**config.mk**
```make
export PLATFORM = sky130hd
export DESIGN_NAME = eppecp_port
export DESIGN_NICKNAME = d
export VERILOG_FILES = /design/src/hw/eppecp_pkg.sv /design/src/hw/eppecp_fifo.sv /design/src/hw/eppecp_port.sv /design/src/hw/eppecp_sync.sv
export SDC_FILE = /design/constraint.sdc
export NUM_CORES = 1
export LEC_CHECK = 0
export BUFFER_PORTS_ARGS = -buffer_cell sky130_fd_sc_hd__buf_4
export CAP_MARGIN = 0
export CORE_MARGIN = 1
export CORE_UTILIZATION = 52
export CTS_CLUSTER_DIAMETER = 50
export DETAILED_ROUTE_END_ITERATION = 6
export PLACE_DENSITY = 0.72
export REMOVE_ABC_BUFFERS = 1
export SYNTH_ARGS = -nofsm -noshare
export SYNTH_HDL_FRONTEND = slang
export SYNTH_SLANG_ARGS = --single-unit
```
**constraint.sdc**
```tcl
create_clock -name clk -period 12.21 [get_ports clk]
set_input_delay 2.442 -clock clk [delete_from_list [all_inputs] [get_ports clk]]
set_output_delay 2.442 -clock clk [all_outputs]
set_load 0.005 [all_outputs]
```
**src/hw/eppecp_pkg.sv**
```systemverilog
package eppecp_pkg;

   // Port word and shared FIFO geometry
   localparam int PWORD_W    = 8;
   localparam int FIFO_DEPTH = 16;
   localparam int FIFO_AW    = 4;
   localparam int ADDR_W     = 11;

   // Clock and cycle watchdog
   localparam int CLK_MHZ     = 50;
   localparam int EPP_TMO_US  = 10;
   localparam int EPP_TMO_CYC = EPP_TMO_US * CLK_MHZ;
   localparam int TMR_W       = 10;

   // Register offsets from the port base
   localparam logic [ADDR_W-1:0] OFS_DATA     = 11'h000;
   localparam logic [ADDR_W-1:0] OFS_STATUS   = 11'h001;
   localparam logic [ADDR_W-1:0] OFS_CONTROL  = 11'h002;
   localparam logic [ADDR_W-1:0] OFS_EPP_ADDR = 11'h003;
   localparam logic [ADDR_W-1:0] OFS_EPP_DAT0 = 11'h004;
   localparam logic [ADDR_W-1:0] OFS_EPP_DAT3 = 11'h007;
   localparam logic [ADDR_W-1:0] OFS_FIFO     = 11'h400;
   localparam logic [ADDR_W-1:0] OFS_CONFIG_B_IRQ_DMA    = 11'h401;
   localparam logic [ADDR_W-1:0] OFS_ECR      = 11'h402;

   // Port modes held in the extended control register
   localparam logic [2:0] MODE_SPP  = 3'h0;
   localparam logic [2:0] MODE_PS2  = 3'h1;
   localparam logic [2:0] MODE_CFIF = 3'h2;
   localparam logic [2:0] MODE_ECP  = 3'h3;
   localparam logic [2:0] MODE_EPP  = 3'h4;
   localparam logic [2:0] MODE_TEST = 3'h6;
   localparam logic [2:0] MODE_CFG  = 3'h7;

   // Control register fields
   localparam int DCR_STROBE = 0;
   localparam int DCR_NINIT  = 2;
   localparam int DCR_ACKIEN = 4;
   localparam int DCR_DIR    = 5;
   localparam logic [5:0] DCR_RST = 6'h04;

   // Status and extended control fields
   localparam int DSR_TMO = 0;
   localparam logic [PWORD_W-1:0] CONFIG_A_FIXED_VAL = 8'h10;
   localparam logic [4:0] ECR_RST = 5'h00;

   // One-hot cycle states
   typedef enum logic [2:0] {
      ST_IDLE   = 3'b001,
      ST_ACTIVE = 3'b010,
      ST_ABORT  = 3'b100
   } eppecp_state_t;

endpackage

```
**src/hw/eppecp_fifo.sv**
```systemverilog
`timescale 1ns/1ps
module eppecp_fifo (
   input  wire logic                         clk,
   input  wire logic                         rst,
   input  wire logic                         push,
   input  wire logic [eppecp_pkg::PWORD_W-1:0] push_data,
   input  wire logic                         pop,
   output logic      [eppecp_pkg::PWORD_W-1:0] head,
   output logic                              full,
   output logic                              empty
);
   import eppecp_pkg::*;

   logic [PWORD_W-1:0] mem [FIFO_DEPTH];
   logic [FIFO_AW-1:0] wp_q;
   logic [FIFO_AW-1:0] rp_q;
   logic [FIFO_AW:0]   cnt_q;
   logic               do_push;
   logic               do_pop;

   assign full    = (cnt_q == (FIFO_AW+1)'(FIFO_DEPTH));
   assign empty   = (cnt_q == '0);
   assign do_push = push & ~full;  // Pushes into a full FIFO are dropped
   assign do_pop  = pop & ~empty;
   assign head    = mem[rp_q];

   // Storage written without reset; only the pointers and count need a defined value
   always_ff @(posedge clk) begin
      if (do_push) begin
         mem[wp_q] <= push_data;
      end
   end

   // Pointers and count
   always_ff @(posedge clk or posedge rst) begin
      if (rst) begin
         wp_q  <= '0;
         rp_q  <= '0;
         cnt_q <= '0;
      end else begin
         if (do_push) begin
            wp_q <= wp_q + 1'b1;
         end
         if (do_pop) begin
            rp_q <= rp_q + 1'b1;
         end
         cnt_q <= cnt_q + (FIFO_AW+1)'(do_push) - (FIFO_AW+1)'(do_pop);
      end
   end

   property p_no_overflow;
      @(posedge clk) disable iff (rst)
      full && push && !pop |=> full;
   endproperty
   a_no_overflow: assert property (p_no_overflow) else $error("fifo count moved past full");

   property p_full_flag;
      @(posedge clk) disable iff (rst)
      (cnt_q == (FIFO_AW+1)'(FIFO_DEPTH - 1)) && push && !pop |=> full && !empty;
   endproperty
   a_full_flag: assert property (p_full_flag) else $error("full not set at sixteen");
endmodule // eppecp_fifo

```
**src/hw/eppecp_port.sv**
```systemverilog
`timescale 1ns/1ps
// How it works
// - Read strobe raises data or address strobe
// - Wait holds ready low until release/timeout
// - Ten microsecond watchdog aborts, sets status bit0
// - Host strobe removal drops port strobe
// - Write indication low for writes, or for the control strobe bit with direction clear
// - Interrupt input passes through, active high
// - Separate active-low data and address strobes
// - Active-low peripheral reset output
// - Direction high on direction bit or read
// - Write indication, direction and reset all follow control port
// - Standard and enhanced share data latch
// - Port word is eight bits
// - Data reads, status, control reachable in all modes; data writes in all but ECP mode
// - All FIFO ports share one 16-byte FIFO
// - Config B reports selected IRQ, DMA
module eppecp_port (
   input  wire logic                            clk,
   input  wire logic                            rst,
   input  wire logic                            isa_cs,
   input  wire logic [eppecp_pkg::ADDR_W-1:0]   isa_addr,
   input  wire logic                            isa_ior_n,
   input  wire logic                            isa_iow_n,
   input  wire logic [eppecp_pkg::PWORD_W-1:0]  isa_data_in,
   output logic      [eppecp_pkg::PWORD_W-1:0]  isa_data_out,
   output logic                                 isa_data_oe,
   output logic                                 isa_iochrdy,
   input  wire logic [2:0]                      cfg_irq_sel,
   input  wire logic [2:0]                      cfg_dma_sel,
   input  wire logic [eppecp_pkg::PWORD_W-1:0]  parallel_data_bus_in,
   output logic      [eppecp_pkg::PWORD_W-1:0]  parallel_data_bus_out,
   output logic                                 parallel_data_bus_oe,
   input  wire logic                            peripheral_wait_n,
   input  wire logic                            peripheral_interrupt_in,
   input  wire logic                            ack_n,
   input  wire logic                            paper_error,
   input  wire logic                            select_in,
   input  wire logic                            fault_n,
   output logic                                 data_strobe_n,
   output logic                                 address_strobe_n,
   output logic                                 write_indication_n,
   output logic                                 port_direction_out,
   output logic                                 peripheral_reset_n,
   output logic                                 port_irq
);
   import eppecp_pkg::*;

   logic [15:0]        pins_s;
   logic               ior_n_s;
   logic               iow_n_s;
   logic               wait_n_s;
   logic               peripheral_interrupt_in_s;
   logic               ack_n_s;
   logic               perr_s;
   logic               sel_s;
   logic               fault_n_s;
   logic [PWORD_W-1:0] pd_s;
   logic               rd_q;
   logic               wr_q;
   logic               rd_start;
   logic               wr_start;
   logic               cyc_req;
   logic               epp_sel;
   logic               fifo_sel;
   eppecp_state_t      state_q;
   logic [TMR_W-1:0]   tmr_q;
   logic               cyc_rd_q;
   logic               tmo_q;
   logic [PWORD_W-1:0] data_latch_q;
   logic [5:0]         dcr_q;
   logic [4:0]         ecr_q;
   logic [PWORD_W-1:0] rd_mux;
   logic               fifo_push;
   logic               fifo_pop;
   logic [PWORD_W-1:0] fifo_head;
   logic               fifo_full;
   logic               fifo_empty;
   logic               peripheral_interrupt_in_q;

   // Host strobes and every peripheral pin cross into clk here
   eppecp_sync #(.W(16), .RST_VAL(16'hEF00)) u_sync (
      .clk      (clk),
      .rst      (rst),
      .async_in ({isa_ior_n, isa_iow_n, peripheral_wait_n, peripheral_interrupt_in,
                  ack_n, paper_error, select_in, fault_n, parallel_data_bus_in}),
      .sync_out (pins_s)
   );
   assign {ior_n_s, iow_n_s, wait_n_s, peripheral_interrupt_in_s, ack_n_s, perr_s, sel_s, fault_n_s} = pins_s[15:8];
   assign pd_s = pins_s[7:0];

   // Strobe history for start edges
   always_ff @(posedge clk or posedge rst) begin
      if (rst) begin
         rd_q <= 1'b0;
         wr_q <= 1'b0;
      end else begin
         rd_q <= ~ior_n_s & isa_cs;
         wr_q <= ~iow_n_s & isa_cs;
      end
   end

   // Address decode; enhanced ports answer only in their own mode
   assign rd_start = ~ior_n_s & isa_cs & ~rd_q;
   assign wr_start = ~iow_n_s & isa_cs & ~wr_q;
   assign cyc_req  = ~ior_n_s | ~iow_n_s;
   assign epp_sel  = (ecr_q[4:2] == MODE_EPP) && (isa_addr >= OFS_EPP_ADDR)
                     && (isa_addr <= OFS_EPP_DAT3);
   assign fifo_sel = (isa_addr == OFS_FIFO);

   // Enhanced cycle sequencer
   always_ff @(posedge clk or posedge rst) begin
      if (rst) begin
         state_q  <= ST_IDLE;
         cyc_rd_q <= 1'b0;
         tmr_q    <= '0;
      end else begin
         unique case (state_q)
            ST_IDLE: begin
               tmr_q <= '0;
               if ((rd_start | wr_start) && epp_sel) begin
                  state_q  <= ST_ACTIVE;
                  cyc_rd_q <= rd_start;
               end
            end
            ST_ACTIVE: begin
               tmr_q <= tmr_q + 1'b1;
               if (!cyc_req) begin
                  state_q <= ST_IDLE;
               end else if (tmr_q == TMR_W'(EPP_TMO_CYC - 1)) begin
                  state_q <= ST_ABORT;
               end
            end
            ST_ABORT: begin
               // Held off until the host lets go, so one timeout gives one abort
               if (!cyc_req) begin
                  state_q <= ST_IDLE;
               end
            end
         endcase
      end
   end

   always_ff @(posedge clk or posedge rst) begin
      if (rst) begin
         data_strobe_n    <= 1'b1;
         address_strobe_n <= 1'b1;
      end else begin
         data_strobe_n    <= 1'b1;
         address_strobe_n <= 1'b1;
         if (state_q == ST_IDLE && (rd_start | wr_start) && epp_sel) begin
            data_strobe_n    <= (isa_addr == OFS_EPP_ADDR);
            address_strobe_n <= (isa_addr != OFS_EPP_ADDR);
         end else if (state_q == ST_ACTIVE && cyc_req
                      && tmr_q != TMR_W'(EPP_TMO_CYC - 1)) begin
            data_strobe_n    <= data_strobe_n;
            address_strobe_n <= address_strobe_n;
         end
      end
   end

   // ready held low while the peripheral waits
   assign isa_iochrdy = !(state_q == ST_ACTIVE && !wait_n_s);

   // timeout flag; a new timeout beats the clearing status read
   always_ff @(posedge clk or posedge rst) begin
      if (rst) begin
         tmo_q <= 1'b0;
      end else if (state_q == ST_ACTIVE && cyc_req && tmr_q == TMR_W'(EPP_TMO_CYC - 1)) begin
         tmo_q <= 1'b1;
      end else if (rd_start && isa_addr == OFS_STATUS) begin
         tmo_q <= 1'b0;
      end
   end

   // one data latch serves standard and enhanced writes
   always_ff @(posedge clk or posedge rst) begin
      if (rst) begin
         data_latch_q <= '0;
      end else if (wr_start && ((isa_addr == OFS_DATA && ecr_q[4:2] != MODE_ECP)
                                || (epp_sel && isa_addr != OFS_EPP_ADDR))) begin
         data_latch_q <= isa_data_in;
      end
   end

   // control and extended control writes, any mode
   always_ff @(posedge clk or posedge rst) begin
      if (rst) begin
         dcr_q <= DCR_RST;
         ecr_q <= ECR_RST;
      end else if (wr_start) begin
         if (isa_addr == OFS_CONTROL) begin
            dcr_q <= isa_data_in[5:0];
         end
         if (isa_addr == OFS_ECR) begin
            ecr_q <= isa_data_in[7:3];
         end
      end
   end

   // every FIFO address lands in the one shared FIFO
   assign fifo_push = wr_start && (
         (isa_addr == OFS_DATA && ecr_q[4:2] == MODE_ECP)
      || (fifo_sel && (ecr_q[4:2] == MODE_CFIF || ecr_q[4:2] == MODE_ECP
                       || ecr_q[4:2] == MODE_TEST)));
   assign fifo_pop = rd_start && fifo_sel
                     && (ecr_q[4:2] == MODE_ECP || ecr_q[4:2] == MODE_TEST);

   eppecp_fifo u_fifo (
      .clk       (clk),
      .rst       (rst),
      .push      (fifo_push),
      .push_data (isa_data_in),
      .pop       (fifo_pop),
      .head      (fifo_head),
      .full      (fifo_full),
      .empty     (fifo_empty)
   );

   // Read mux; config B shows the selected IRQ and DMA
   always_comb begin
      rd_mux = '0;
      unique case (isa_addr)
         OFS_DATA:    rd_mux = data_latch_q;
         OFS_STATUS:  rd_mux = {wait_n_s, ack_n_s, perr_s, sel_s, fault_n_s, 2'b00, tmo_q};
         OFS_CONTROL: rd_mux = {2'b00, dcr_q};
         OFS_FIFO:    rd_mux = (ecr_q[4:2] == MODE_CFG) ? CONFIG_A_FIXED_VAL : fifo_head;
         OFS_CONFIG_B_IRQ_DMA:   rd_mux = {1'b0, peripheral_interrupt_in_s, cfg_irq_sel, cfg_dma_sel};
         // full and empty in the low bits
         OFS_ECR:     rd_mux = {ecr_q, 1'b0, fifo_full, fifo_empty};  // Service bit reads 0: no irq logic
         default:     rd_mux = '0;
      endcase
   end

   // Read data; during an enhanced read it follows the peripheral bus
   always_ff @(posedge clk or posedge rst) begin
      if (rst) begin
         isa_data_out <= '0;
      end else if (state_q == ST_ACTIVE && cyc_rd_q) begin
         isa_data_out <= pd_s;
      end else if (rd_start) begin
         isa_data_out <= rd_mux;
      end
   end
   assign isa_data_oe = rd_q;

   // direction high for the control bit or an enhanced read
   assign port_direction_out = dcr_q[DCR_DIR] | (state_q != ST_IDLE && cyc_rd_q);
   assign parallel_data_bus_out = data_latch_q;
   assign parallel_data_bus_oe  = ~port_direction_out;

   // write indication; control port overrides it
   assign write_indication_n = ~((state_q == ST_ACTIVE && !cyc_rd_q)
                                 || (!dcr_q[DCR_DIR] && dcr_q[DCR_STROBE]));

   // peripheral reset from the control register
   assign peripheral_reset_n = dcr_q[DCR_NINIT];

   // interrupt passes through, gated by its enable
   always_ff @(posedge clk or posedge rst) begin
      if (rst) begin
         peripheral_interrupt_in_q <= 1'b0;
      end else begin
         peripheral_interrupt_in_q <= peripheral_interrupt_in_s & dcr_q[DCR_ACKIEN];
      end
   end
   assign port_irq = peripheral_interrupt_in_q;

   property p_strobe_start;
      @(posedge clk) disable iff (rst)
      state_q == ST_IDLE && rd_start && epp_sel |=> !data_strobe_n || !address_strobe_n;
   endproperty
   a_strobe_start: assert property (p_strobe_start) else $error("no strobe after read");

   property p_ready_hold;
      @(posedge clk) disable iff (rst)
      state_q == ST_ACTIVE && !wait_n_s |-> !isa_iochrdy;
   endproperty
   a_ready_hold: assert property (p_ready_hold) else $error("ready released while wait");

   property p_timeout;
      @(posedge clk) disable iff (rst)
      state_q == ST_ACTIVE && cyc_req && tmr_q == TMR_W'(EPP_TMO_CYC - 1)
      |=> tmo_q && data_strobe_n && address_strobe_n && isa_iochrdy;
   endproperty
   a_timeout: assert property (p_timeout) else $error("timeout did not abort");

   property p_strobe_end;
      @(posedge clk) disable iff (rst)
      state_q == ST_ACTIVE && !cyc_req |=> data_strobe_n && address_strobe_n && state_q == ST_IDLE;
   endproperty
   a_strobe_end: assert property (p_strobe_end) else $error("strobe kept after host end");

   property p_one_strobe;
      @(posedge clk) disable iff (rst)
      !(data_strobe_n == 1'b0 && address_strobe_n == 1'b0);
   endproperty
   a_one_strobe: assert property (p_one_strobe) else $error("both strobes active");

   property p_read_dir;
      @(posedge clk) disable iff (rst)
      state_q == ST_ACTIVE && cyc_rd_q |-> port_direction_out && write_indication_n != 1'b0 || dcr_q[DCR_STROBE];
   endproperty
   a_read_dir: assert property (p_read_dir) else $error("read cycle not input");

   property p_irq_pass;
      @(posedge clk) disable iff (rst)
      $rose(peripheral_interrupt_in_s) && dcr_q[DCR_ACKIEN] ##1 dcr_q[DCR_ACKIEN] |-> port_irq;
   endproperty
   a_irq_pass: assert property (p_irq_pass) else $error("interrupt not passed");

   property p_reset_out;
      @(posedge clk) disable iff (rst)
      wr_start && isa_addr == OFS_CONTROL && !isa_data_in[DCR_NINIT] |=> !peripheral_reset_n;
   endproperty
   a_reset_out: assert property (p_reset_out) else $error("peripheral reset not driven");
endmodule // eppecp_port

```
**src/hw/eppecp_sync.sv**
```systemverilog
`timescale 1ns/1ps
module eppecp_sync #(
   parameter int          W       = 1,
   parameter logic [15:0] RST_VAL = 16'h0000
) (
   input  wire logic         clk,
   input  wire logic         rst,
   input  wire logic [W-1:0] async_in,
   output logic      [W-1:0] sync_out
);
   logic [W-1:0] s1_q;
   logic [W-1:0] s2_q;
   logic [W-1:0] s3_q;

   // Three stages; a bit changes only once stages two and three agree
   always_ff @(posedge clk or posedge rst) begin
      if (rst) begin
         s1_q     <= RST_VAL[W-1:0];
         s2_q     <= RST_VAL[W-1:0];
         s3_q     <= RST_VAL[W-1:0];
         sync_out <= RST_VAL[W-1:0];
      end else begin
         s1_q <= async_in;
         s2_q <= s1_q;
         s3_q <= s2_q;
         for (int i = 0; i < W; i++) begin
            if (s2_q[i] == s3_q[i]) begin
               sync_out[i] <= s3_q[i];
            end
         end
      end
   end
endmodule // eppecp_sync

```
# Word-level counts from Yosys, hierarchy flattened
# Memories as Yosys holds them, arrays and structs flattened.
# Cells that the tools add are included.
dict set report op_classes {
  mux 17
  n_eq_ne 40
  n_lt_le_gt_ge 2
  n_reduce_logical 41
  n_bitwise 18
  add_sub_neg 5
}
# op count
set ops {}
lappend ops {{case mux 8 bit (6 select lines)} 1}
lappend ops {{== test 11 bit, second input constant} 3}
lappend ops {{two-way mux 8 bit} 3}
lappend ops {{== test 11 x 2 -> 1 bit, second input constant} 2}
lappend ops {{logical AND 1 bit} 22}
lappend ops {{case mux 10 bit (2 select lines)} 1}
lappend ops {{== test 1 bit} 16}
lappend ops {{== test 3 bit, second input constant} 4}
lappend ops {{two-way mux 3 bit} 4}
lappend ops {{== test 11 x 1 -> 1 bit, second input constant} 1}
lappend ops {{>= comparator 11 x 2 -> 1 bit, second input constant} 1}
lappend ops {{less-or-equal comparator 11 x 3 -> 1 bit, second input constant} 1}
lappend ops {{zero test 11 bit} 1}
lappend ops {{inequality test 11 x 2 -> 1 bit, second input constant} 1}
lappend ops {{adder 10 x 1 -> 10 bit, second input constant} 1}
lappend ops {{== test 10 x 9 -> 1 bit, second input constant} 1}
lappend ops {{inequality test 10 x 9 -> 1 bit, second input constant} 1}
lappend ops {{== test 3 x 2 -> 1 bit, second input constant} 3}
lappend ops {{case mux 3 bit (3 select lines)} 1}
lappend ops {{adder 4 x 1 -> 4 bit, second input constant} 2}
lappend ops {{NOT 1 bit} 8}
lappend ops {{bitwise AND 1 bit} 7}
lappend ops {{two-way mux 1 bit} 7}
lappend ops {{logical OR 1 bit} 6}
lappend ops {{other kinds (14)} 25}
dict set report word_totals {
  memories 1
  in_bits 44
  mem_bits_rw 128
  ff_bits 124
  word_cells 159
}
# name words width rd rd_ports_with_merged_regs wr line
set memory_table {}
lappend memory_table {u_fifo.mem 16 8 1 0 1 eppecp_fifo.sv:14} ;# logic [PWORD_W-1:0] mem [FIFO_DEPTH];

# Depth between registers and ports, before layout
# Gate-level depths: netlist of run 1.
dict set report logic_depth {
  word_depth 9
  ltp_mapped 14
}

# Modules after synthesis
# From an unflattened synthesis of run 1, not the netlist that was laid out.
dict set report hier_totals {
  cells_unflattened 667
  hier_area_um2 10268.6
}
# mod n_inst area_per_inst_um2 cells_per_inst
set by_module_without_submodules {}
lappend by_module_without_submodules {eppecp_fifo 1 5866.9 320}
lappend by_module_without_submodules {eppecp_port 1 2581.2 266}
lappend by_module_without_submodules {eppecp_sync 1 1820.5 81}

# Worst setup path after synthesis of run 1
# Ideal clock, no wire load.
dict set report synth_timing {
  path_type {input port to flip-flop}
  startpoint {input port isa_addr[3] in the netlist's numbering}
  endpoint {register u_fifo.cnt_q[4]}
  slack_ns 7.505
  path_buffers 0
  arrival_time_ns 4.579
  setup_time_ns 0.125
  path_stages 13
  path_cell_list {nor4_2 > nand4_1 > nor3_2 > ha_1 > inv_1 > ha_1 > inv_1 > fa_1 > inv_1 > a21oi_1 > nor2_1 > nor2_1 > xnor2_1}
}
# item line
set synth_rtl {}
lappend synth_rtl {{from (decl)} eppecp_port.sv:22} ;# input wire logic [eppecp_pkg::ADDR_W-1:0] isa_addr,
lappend synth_rtl {{== test 11 bit} eppecp_port.sv:109} ;# assign fifo_sel = (isa_addr == OFS_FIFO);
lappend synth_rtl {{logical AND 1 bit} eppecp_port.sv:206} ;# assign fifo_pop = rd_start && fifo_sel
lappend synth_rtl {{logical AND 1 bit} eppecp_port.sv:207} ;# && (ecr_q[4:2] == MODE_ECP || ecr_q[4:2] == MODE_TEST);
lappend synth_rtl {{bitwise AND 1 bit} eppecp_fifo.sv:24} ;# assign do_pop = pop & ~empty;
lappend synth_rtl {{named net u_fifo.do_pop} eppecp_fifo.sv:19} ;# logic do_pop;
lappend synth_rtl {{subtractor 5 x 1 -> 5 bit} eppecp_fifo.sv:47} ;# cnt_q <= cnt_q + (FIFO_AW+1)'(do_push) - (FIFO_AW+1)'(do_pop);
lappend synth_rtl {{to (signal assigned)} eppecp_fifo.sv:47}
lappend synth_rtl {{to (decl)} eppecp_fifo.sv:17} ;# logic [FIFO_AW:0] cnt_q;
# The timed path passes the listed nets, and every way through them passes these cells.
# A chain may end at the register's enable or synchronous reset.

# Worst setup path in the final report of run 1
dict set report layout_timing {
  startpoint {input port isa_addr[3] in the netlist's numbering}
  endpoint {memory u_fifo.mem[3][1], enable pin}
}
dict set report layout_between {
  elab_chain_cells 7
}
# item line
set layout_rtl {}
lappend layout_rtl {{== test 11 bit / zero test 11 bit (equally long branches)} {eppecp_port.sv:109, eppecp_port.sv:203}}
lappend layout_rtl {{logical AND 1 bit (on tied branches)} {eppecp_port.sv:204, eppecp_port.sv:203}}
lappend layout_rtl {{logical OR 1 bit (*)} eppecp_port.sv:204} ;# || (fifo_sel && (ecr_q[4:2] == MODE_CFIF || ecr_q[4:2] == MODE_ECP
lappend layout_rtl {{logical AND 1 bit (*)} eppecp_port.sv:202} ;# assign fifo_push = wr_start && (
lappend layout_rtl {{bitwise AND 1 bit (*)} eppecp_fifo.sv:23} ;# assign do_push = push & ~full;
lappend layout_rtl {{two-way mux 1 bit (*)} eppecp_fifo.sv:29} ;# if (do_push) begin
lappend layout_rtl {{two-way mux 1 bit (not written as such) (*)} eppecp_fifo.sv:30} ;# mem[wp_q] <= push_data;
lappend layout_rtl {{to (decl)} eppecp_fifo.sv:14}
# Every way passes the cells marked *; elsewhere a longest branch is shown, timed or not.

==> results of run 1 <==
[layer usage]
metal / vias to the layer above / share of wire, % / wire [µm]
met5: - / 0 / 0
met4: 0 / 2.4 / 527
met3: 45 / 5.8 / 1260
met2: 231 / 50 / 10700
met1: 2921 / 42 / 9070
li1: 2550 / - / -
[flip-flops by register name, indices dropped and copies added (netlist names)]
register               cells
u_sync.s2_q               16
ecr_q                      5
isa_data_out               8
port_irq                   1
u_fifo.wp_q                4
parallel_data_bus_out      8
u_fifo.rp_q                4
tmo_q                      1
u_sync.s3_q               16
isa_data_oe                1
tmr_q                     10
u_sync.s1_q               16
u_fifo.mem               128
data_strobe_n              1
dcr_q                      6
cyc_rd_q                   1
state_q                    3
wr_q                       1
address_strobe_n           1
u_fifo.cnt_q               5
u_sync.sync_out           16
[cells by family (layout without fill, tap and decap cells)]
logic type | Yosys count | after routing
XOR/XNOR | 12 | 12
buffers and inverters | 45 | 139
adder cells (fa/ha/maj) | 29 | 29
multiplexers | 71 | 71
AO/OA/AOI/OAI | 82 | 82
flip-flops | 252 | 252
AND/OR/NAND/NOR | 139 | 139
[through the flow]
stage | instances | hold WS, ns | setup WS (ns)
global placement | 933 | 0.333 | 7.13
CTS | 984 | 0.352 | 7.50
detailed placement | 933 | 0.338 | 6.95
global route | 984 | 0.356 | 7.25
floorplan | 601 | 0.331 | 6.52
finish | 984 | 0.349 | 7.47
[cell type report]
type / count / share of cell area [%]
inverters: 16 / 0.529
clock buffers: 36 / 6.53
well taps: 260 / 2.75
repair buffers: 72 / 4.57
clock inverters: 15 / 1.22
multi-input cells: 333 / 25.3
flip-flops and latches: 252 / 59.1
[worst reg2reg max path, stage by stage (launching register included)]
cell       delay [ns]
dfstp_2          0.39
or3b_4           0.44
a2111oi_0        0.31
and4_1           0.48
nand2_1          0.26
nor3_1           0.81
[power breakdown]
group | switching, W | internal, W
sequential | 0.0000237 | 0.000925
combinational | 0.0000668 | 0.0000442
clock | 0.000327 | 0.000490
total | 0.000418 | 0.00146
[worst paths after layout]
kind,start,end
min,u_sync.s1_q[12],u_sync.s2_q[12]
max,isa_addr[3],u_fifo.mem[3][1]
max reg2reg,u_sync.sync_out[14],u_fifo.mem[3][1]
min reg2reg,u_sync.s1_q[12],u_sync.s2_q[12]
min in group asynchronous,rst,port_irq
max in group asynchronous,rst,u_sync.sync_out[2]
[cells in the mapped netlist, drive strengths merged (3+ instances only)]
cell type and count:
maj3 16, clkbuf 16, o211ai 7, a211o 7, nor4b 3, mux2 23
nor4 4, inv 16, and3 10, and4 3, or4 4, xor2 5
nand2 30, nand3 8, mux2i 16, a211oi 9, nand2b 9, nor3b 5
ha 12, a22oi 3, dfstp 32, nor2b 11, edfxtp 128, dfrtp 92
mux4 32, and2 3, o21ai 21, nor3 10, a21oi 18, or3 3
buf 13, nand4 6, nor2 23, xnor2 7
==> qor.csv, run 1 <==
stage,metric,value,unit
outcome,result of the run,completed,
clock_tree,Setup Buffers After CTS,0,
global_routing,most crowded layer after global routing,met2,
sta,number of endpoints failing setup at the final stage,0,
global_routing,vias in the first global route,5863,
finish,area taken by flip-flops and latches,6990,µm²
sta,Total Neg Setup Slack,0,ns
critical_path,logic depth of the worst setup path including buffers,6,
clock_tree,Clock Tree Buf Depth,3,
yosys,number of synthesized flops with an enable pin,128,
floorplanning,Core Box Area,19000,µm²
critical_path,maximum fanout along the worst path,9,
yosys,multiplexer fraction of the synthesized cell area,11.7,%
global_routing,wire length of the first global-routing pass,33.4,mm
floorplanning,row count,50,
clock_tree,CTS sink cnt,252,
yosys,most used flip-flop cell after synthesis,edfxtp_1,
power,ratio of total power to cell area,159,nW/µm²
yosys,"Cell Area, Synth",10200,µm²
sta,RSZ-0062 raised after global routing,no,
yosys,area fraction of the dominant cell type after synthesis,37.8,%
floorplanning,Initial Utilization,53.6,%
critical_path,critical path startpoint category,input pin,
detailed_routing,DRC violation total after the first TritonRoute iteration,472,
yosys,Synth Area per Inst,16.1,µm²
clock_tree,CTS clock-pin slew for the worst setup and hold paths,0.06,ns
critical_path,max incr delay on CP,0.81,ns
finish,core utilization of the finished layout,62.4,%
floorplanning,number of ports placed on the die boundary,69,
sta,Max Slew Vio Count,0,
clock_tree,post-CTS resize count,0,
critical_path,category of the worst setup path capture point,flip-flop,
clock_tree,maximum level of the CTS H-tree,1,
power,cell leakage power,4.47,nW
critical_path,worst path bufs/invs,1,
finish,most frequent standard cell in the layout excluding fill and tap cells,edfxtp_1,
yosys,sequential area share after synthesis,68.7,%
placement,post-detail-place hpwl,14.3,mm
yosys,ys async rst share,49.2,%
clock_tree,number of hold buffers added after cts,0,
yosys,gate count of the mapped netlist,630,
yosys,number of different library cells in the post-synthesis netlist,66,
sta,Least-Margin Pin Slew,1.04,ns
detailed_routing,per-cell via count in the routed design,5.84,
power,IR Drop Worst-Case VDD,0.000116,V
yosys,post-synthesis share of cell area spent on xor and xnor gates,1.03,%
global_routing,antenna violations before repair,0,
sta,skew final,0.00956,ns
floorplanning,total die area,20100,µm²
power,overall power,0.00188,W
finish,area overhead of the layout relative to synthesis,16.3,%
detailed_routing,number of remaining DRC errors,0,
sta,minimum period implied by the final worst setup slack,4.74,ns
yosys,Simple-Gate Fraction of Synth Area,8.01,%
placement,GP Congestion,0.878,
clock_tree,clock insertion delay at the later pin of the skew report,0.53,ns
critical_path,"CP delay by family, top",simple AND/OR/NAND/NOR gates,
global_routing,Tot GR Track Use,22.3,%
global_routing,overflow left after global routing,0,
critical_path,Critical Path Slowest Stage Cell,nor3_1,
critical_path,Critical Path RT,12.36,ns
detailed_routing,drt wl/cell,21.9,µm
sta,Final Hold Vio Count,0,
yosys,YS warnings,0,
global_routing,met3 demand-to-capacity share in global routing,3.61,%
detailed_routing,count of antenna-violating nets left after detailed routing,0,
yosys,post-synthesis sequential element count,252,
finish,number of antenna diodes,0,
min_path,type of the tightest min-delay check,flip-flop to flip-flop,
floorplanning,Die X,142,µm
critical_path,cell count of the worst reg-to-reg path,5,
finish,"final std cell area, no fill",11800,µm²
detailed_routing,total wire length after detailed routing,21.5,mm
yosys,largest cells by area after synthesis,"edfxtp_1 38%, dfrtp_1 23%, dfstp_2 8.3%, mux4_2 7.1%, mux2_4 2.1%",
placement,# port buffers,68,
sta,"Period Utilization, post-route",38.9,%
clock_tree,Clock Root Buffer,clkbuf_16,
sta,max_slew headroom,30.0,%
clock_tree,clock tree from TritonCTS,done,
finish,multi-input combinational cell area,2990,µm²
detailed_routing,First-pass DRT Iterations,5,
critical_path,type of the setup path with the least slack,input pin to flip-flop,
placement,placed cell area,10900,µm²
critical_path,cell-by-cell trace of the critical path,buf_4 > nor4_2 > and2_1 > and4_1 > nand2_1 > nor3_1,
clock_tree,number of buffers inserted during clock tree synthesis,28,
yosys,compound-cell area share of the yosys netlist,5.43,%
yosys,cell taking the most area after synthesis,edfxtp_1,
sta,maximum achievable frequency,0.211,GHz
yosys,Post-Synth Adder-Cell Area,3.25,%
finish,most frequent cells in the layout,"128 x edfxtp_1, 91 x dfrtp_1, 72 x buf_4",
critical_path,flop-to-flop setup slack,9.14,ns
flow_run,max capacitance violation total,0,
finish,fraction of final layout cells with drive strength greater than 1,30.1,%
yosys,dominant combinational cell family by area after synthesis,multiplexers,
floorplanning,die outline height,142,µm
critical_path,Arrival @ worst endpoint,4.89,ns
detailed_routing,total number of vias,5747,
global_routing,maximum number of pins on one net before global-route repair,82,
global_routing,routing usage on met1,31.0,%
global_routing,met2 GRT Util,36.3,%
finish,fill cell instance count of the final layout,1380,
min_path,depth of the worst hold-timing path,0,
finish,Final nets,760,
Note: power is estimated with default switching activity, not from simulation.
==> run 2: changes to the inputs <==
Clock period 12.21 ns to 4.43 ns, I/O delays scaled along.
==> run 2 against run 1 <==
Compared with the run above: count of clock-buffer cells in the layout grew 7; clock skew grew 0.013 ns; setup slack got worse by 6.2 ns; critical path depth is 8 higher; die area unchanged; first-iteration DRC count increased by 0.64%; sequential share of layout area decreased by 0.075 points; critical endpoint is now u_fifo.cnt_q[4].
==> qor.csv, run 2 (synthesized netlist as in run 1, its figures left out) <==
stage,metric,value,unit,change
outcome,result of the run,completed,,
floorplanning,Core Box Area,19000,µm²,unchanged
placement,GP Congestion,0.893,,+1.6%
critical_path,Critical Path RT,4.83,ns,-7.53 ns
flow_run,max capacitance violation total,0,,unchanged
floorplanning,Die X,142,µm,unchanged
clock_tree,post-CTS resize count,0,,unchanged
detailed_routing,number of remaining DRC errors,0,,unchanged
placement,# port buffers,68,,unchanged
min_path,type of the tightest min-delay check,flip-flop to flip-flop,,
global_routing,antenna violations before repair,0,,unchanged
finish,"non-filler cells, final",991,,+0.71%
detailed_routing,First-pass DRT Iterations,5,,unchanged
clock_tree,Clock Root Buffer,clkbuf_16,,
sta,final worst setup slack,1.26,ns,-6.20 ns
finish,Final nets,766,,+0.79%
finish,most frequent standard cell in the layout excluding fill and tap cells,edfxtp_1,,
critical_path,category of the worst setup path capture point,flip-flop,,
finish,max reg flops,128,,unchanged
sta,number of endpoints failing setup at the final stage,0,,unchanged
detailed_routing,drt wl/cell,21.4,µm,-1.9%
sta,minimum period implied by the final worst setup slack,3.17,ns,
clock_tree,number of buffers inserted during clock tree synthesis,28,,unchanged
sta,Final Hold Vio Count,0,,unchanged
clock_tree,CTS sink cnt,252,,unchanged
placement,worst slack at placement,0.788,ns,-6.17 ns
critical_path,maximum fanout along the worst path,5,,-4
sta,Least-Margin Pin Slew,0.893,ns,-0.150 ns
detailed_routing,DRC violation total after the first TritonRoute iteration,475,,+0.64%
power,ratio of total power to cell area,429,nW/µm²,+170%
global_routing,vias in the first global route,5931,,+1.2%
critical_path,critical path startpoint category,input pin,,
floorplanning,total die area,20100,µm²,unchanged
sta,Max Slew Vio Count,0,,unchanged
sta,skew final,0.0229,ns,+0.0133 ns
sta,max_slew headroom,40.5,%,+11 points
floorplanning,number of ports placed on the die boundary,69,,unchanged
clock_tree,clock tree from TritonCTS,done,,
detailed_routing,per-cell via count in the routed design,5.81,,-0.59%
finish,fraction of final layout cells with drive strength greater than 1,30.6,%,+0.53 points
floorplanning,Initial Utilization,53.6,%,unchanged
placement,post-placement cell count,939,,+0.64%
clock_tree,Clock Tree Buf Depth,3,,unchanged
sta,"Period Utilization, post-route",71.5,%,
detailed_routing,total number of vias,5754,,+0.12%
clock_tree,CTS clock-pin slew for the worst setup and hold paths,0.06,ns,about the same
finish,register with the most flip-flops,u_fifo.mem,,
sta,RSZ-0062 raised after global routing,no,,
floorplanning,die outline height,142,µm,unchanged
global_routing,overflow left after global routing,0,,unchanged
clock_tree,number of hold buffers added after cts,0,,unchanged
placement,post-detail-place hpwl,14.3,mm,about the same
power,cell leakage power,4.49,nW,+0.42%
critical_path,type of the setup path with the least slack,input pin to flip-flop,,
sta,maximum achievable frequency,0.316,GHz,
global_routing,wire length of the first global-routing pass,33.5,mm,+0.21%
finish,area overhead of the layout relative to synthesis,16.5,%,
detailed_routing,total wire length after detailed routing,21.3,mm,-1.2%
power,IR Drop Worst-Case VDD,0.000272,V,+130%
finish,most frequent cells in the layout,"128 x edfxtp_1, 91 x dfrtp_1, 78 x buf_4",,
clock_tree,maximum level of the CTS H-tree,1,,unchanged
clock_tree,Setup Buffers After CTS,0,,unchanged
finish,number of antenna diodes,0,,unchanged
detailed_routing,count of antenna-violating nets left after detailed routing,0,,unchanged
sta,Total Neg Setup Slack,0,ns,unchanged
critical_path,flop-to-flop setup slack,1.49,ns,-7.65 ns
clock_tree,clock insertion delay at the later pin of the skew report,0.54,ns,about the same
global_routing,Tot GR Track Use,22.3,%,-0.028 points
floorplanning,row count,50,,unchanged
global_routing,maximum number of pins on one net before global-route repair,60,,-27%
critical_path,Arrival @ worst endpoint,3.57,ns,-1.32 ns
==> run 2: changes by cell type in the layout (fill, tap and decap cells not counted), sizes merged <==
cell / change
bufinv: -2
clkinv: -4
clkbuf: +7
buf: +6
==> run 2: final cells by class <==
cell class,count,area [µm²]
clock buffer,43,822
timing repair buffer,78,586
fill,1360,7110
tap,260,325
inverter,16,62.6
clock inverter,9,63.8
sequential,252,6990
multi-input combinational,333,2990
==> run 2: where the power goes <==
group | internal, W | switching, W | total, W | leakage (nW)
sequential | 0.00255 | 0.0000631 | 0.00261 | 2.64
combinational | 0.000122 | 0.000179 | 0.000301 | 1.41
clock | 0.00128 | 0.000886 | 0.00217 | 0.432
total | 0.00396 | 0.00113 | 0.00508 | 4.49
==> run 2: critical path, cell delays in order <==
cell and delay (ns):
buf_4 0.12, nor4_2 0.49, nand4_1 0.27, nor3_2 0.44, ha_1 0.30, inv_1 0.06, ha_1 0.16, inv_1 0.06
fa_1 0.40, inv_1 0.07, a21oi_1 0.06, nor2_1 0.08, nor2_1 0.05, xnor2_1 0.11
==> run 2: through the flow <==
| step | total power, W | hold slack (ns) | instance area [µm²] | util, % |
|---|---|---|---|---|
| 2_1_floorplan | 0.00281 | 0.331 | 10000 | - |
| 3_3_place_gp | 0.00294 | 0.337 | 11000 | 57.8 |
| 3_5_place_dp | 0.00296 | 0.335 | 11000 | 57.8 |
| 4_1_cts | 0.00513 | 0.346 | 11800 | 62.5 |
| 5_1_grt | 0.00524 | 0.351 | 11800 | 62.5 |
| 6_report | 0.00508 | 0.347 | 11800 | 62.5 |
==> run 2: path summary, 6_finish.rpt <==
check / from / end / depth (start not counted)
setup / recovery: isa_addr[3] / u_fifo.cnt_q[4] / 14
hold / removal: u_sync.s1_q[3] / u_sync.s2_q[3] / 0
setup reg to reg: u_fifo.cnt_q[3] / u_fifo.cnt_q[4] / 14
hold reg to reg: u_sync.s1_q[3] / u_sync.s2_q[3] / 0
max in group asynchronous: rst / u_sync.s3_q[11] / 3
min in group asynchronous: rst / ecr_q[1] / 2
==> run 2: routing by layer <==
metal  part of all wire (%)  vias to the layer above  global-route usage [%]  wire (µm)
li1                       -                     2566                       -          -
met1                     45                     2916                    32.3       9470
met2                     46                      223                    34.2       9750
met3                    6.6                       49                    3.54       1390
met4                    3.0                        0                    8.26        644
met5                      0                        -                       0          0
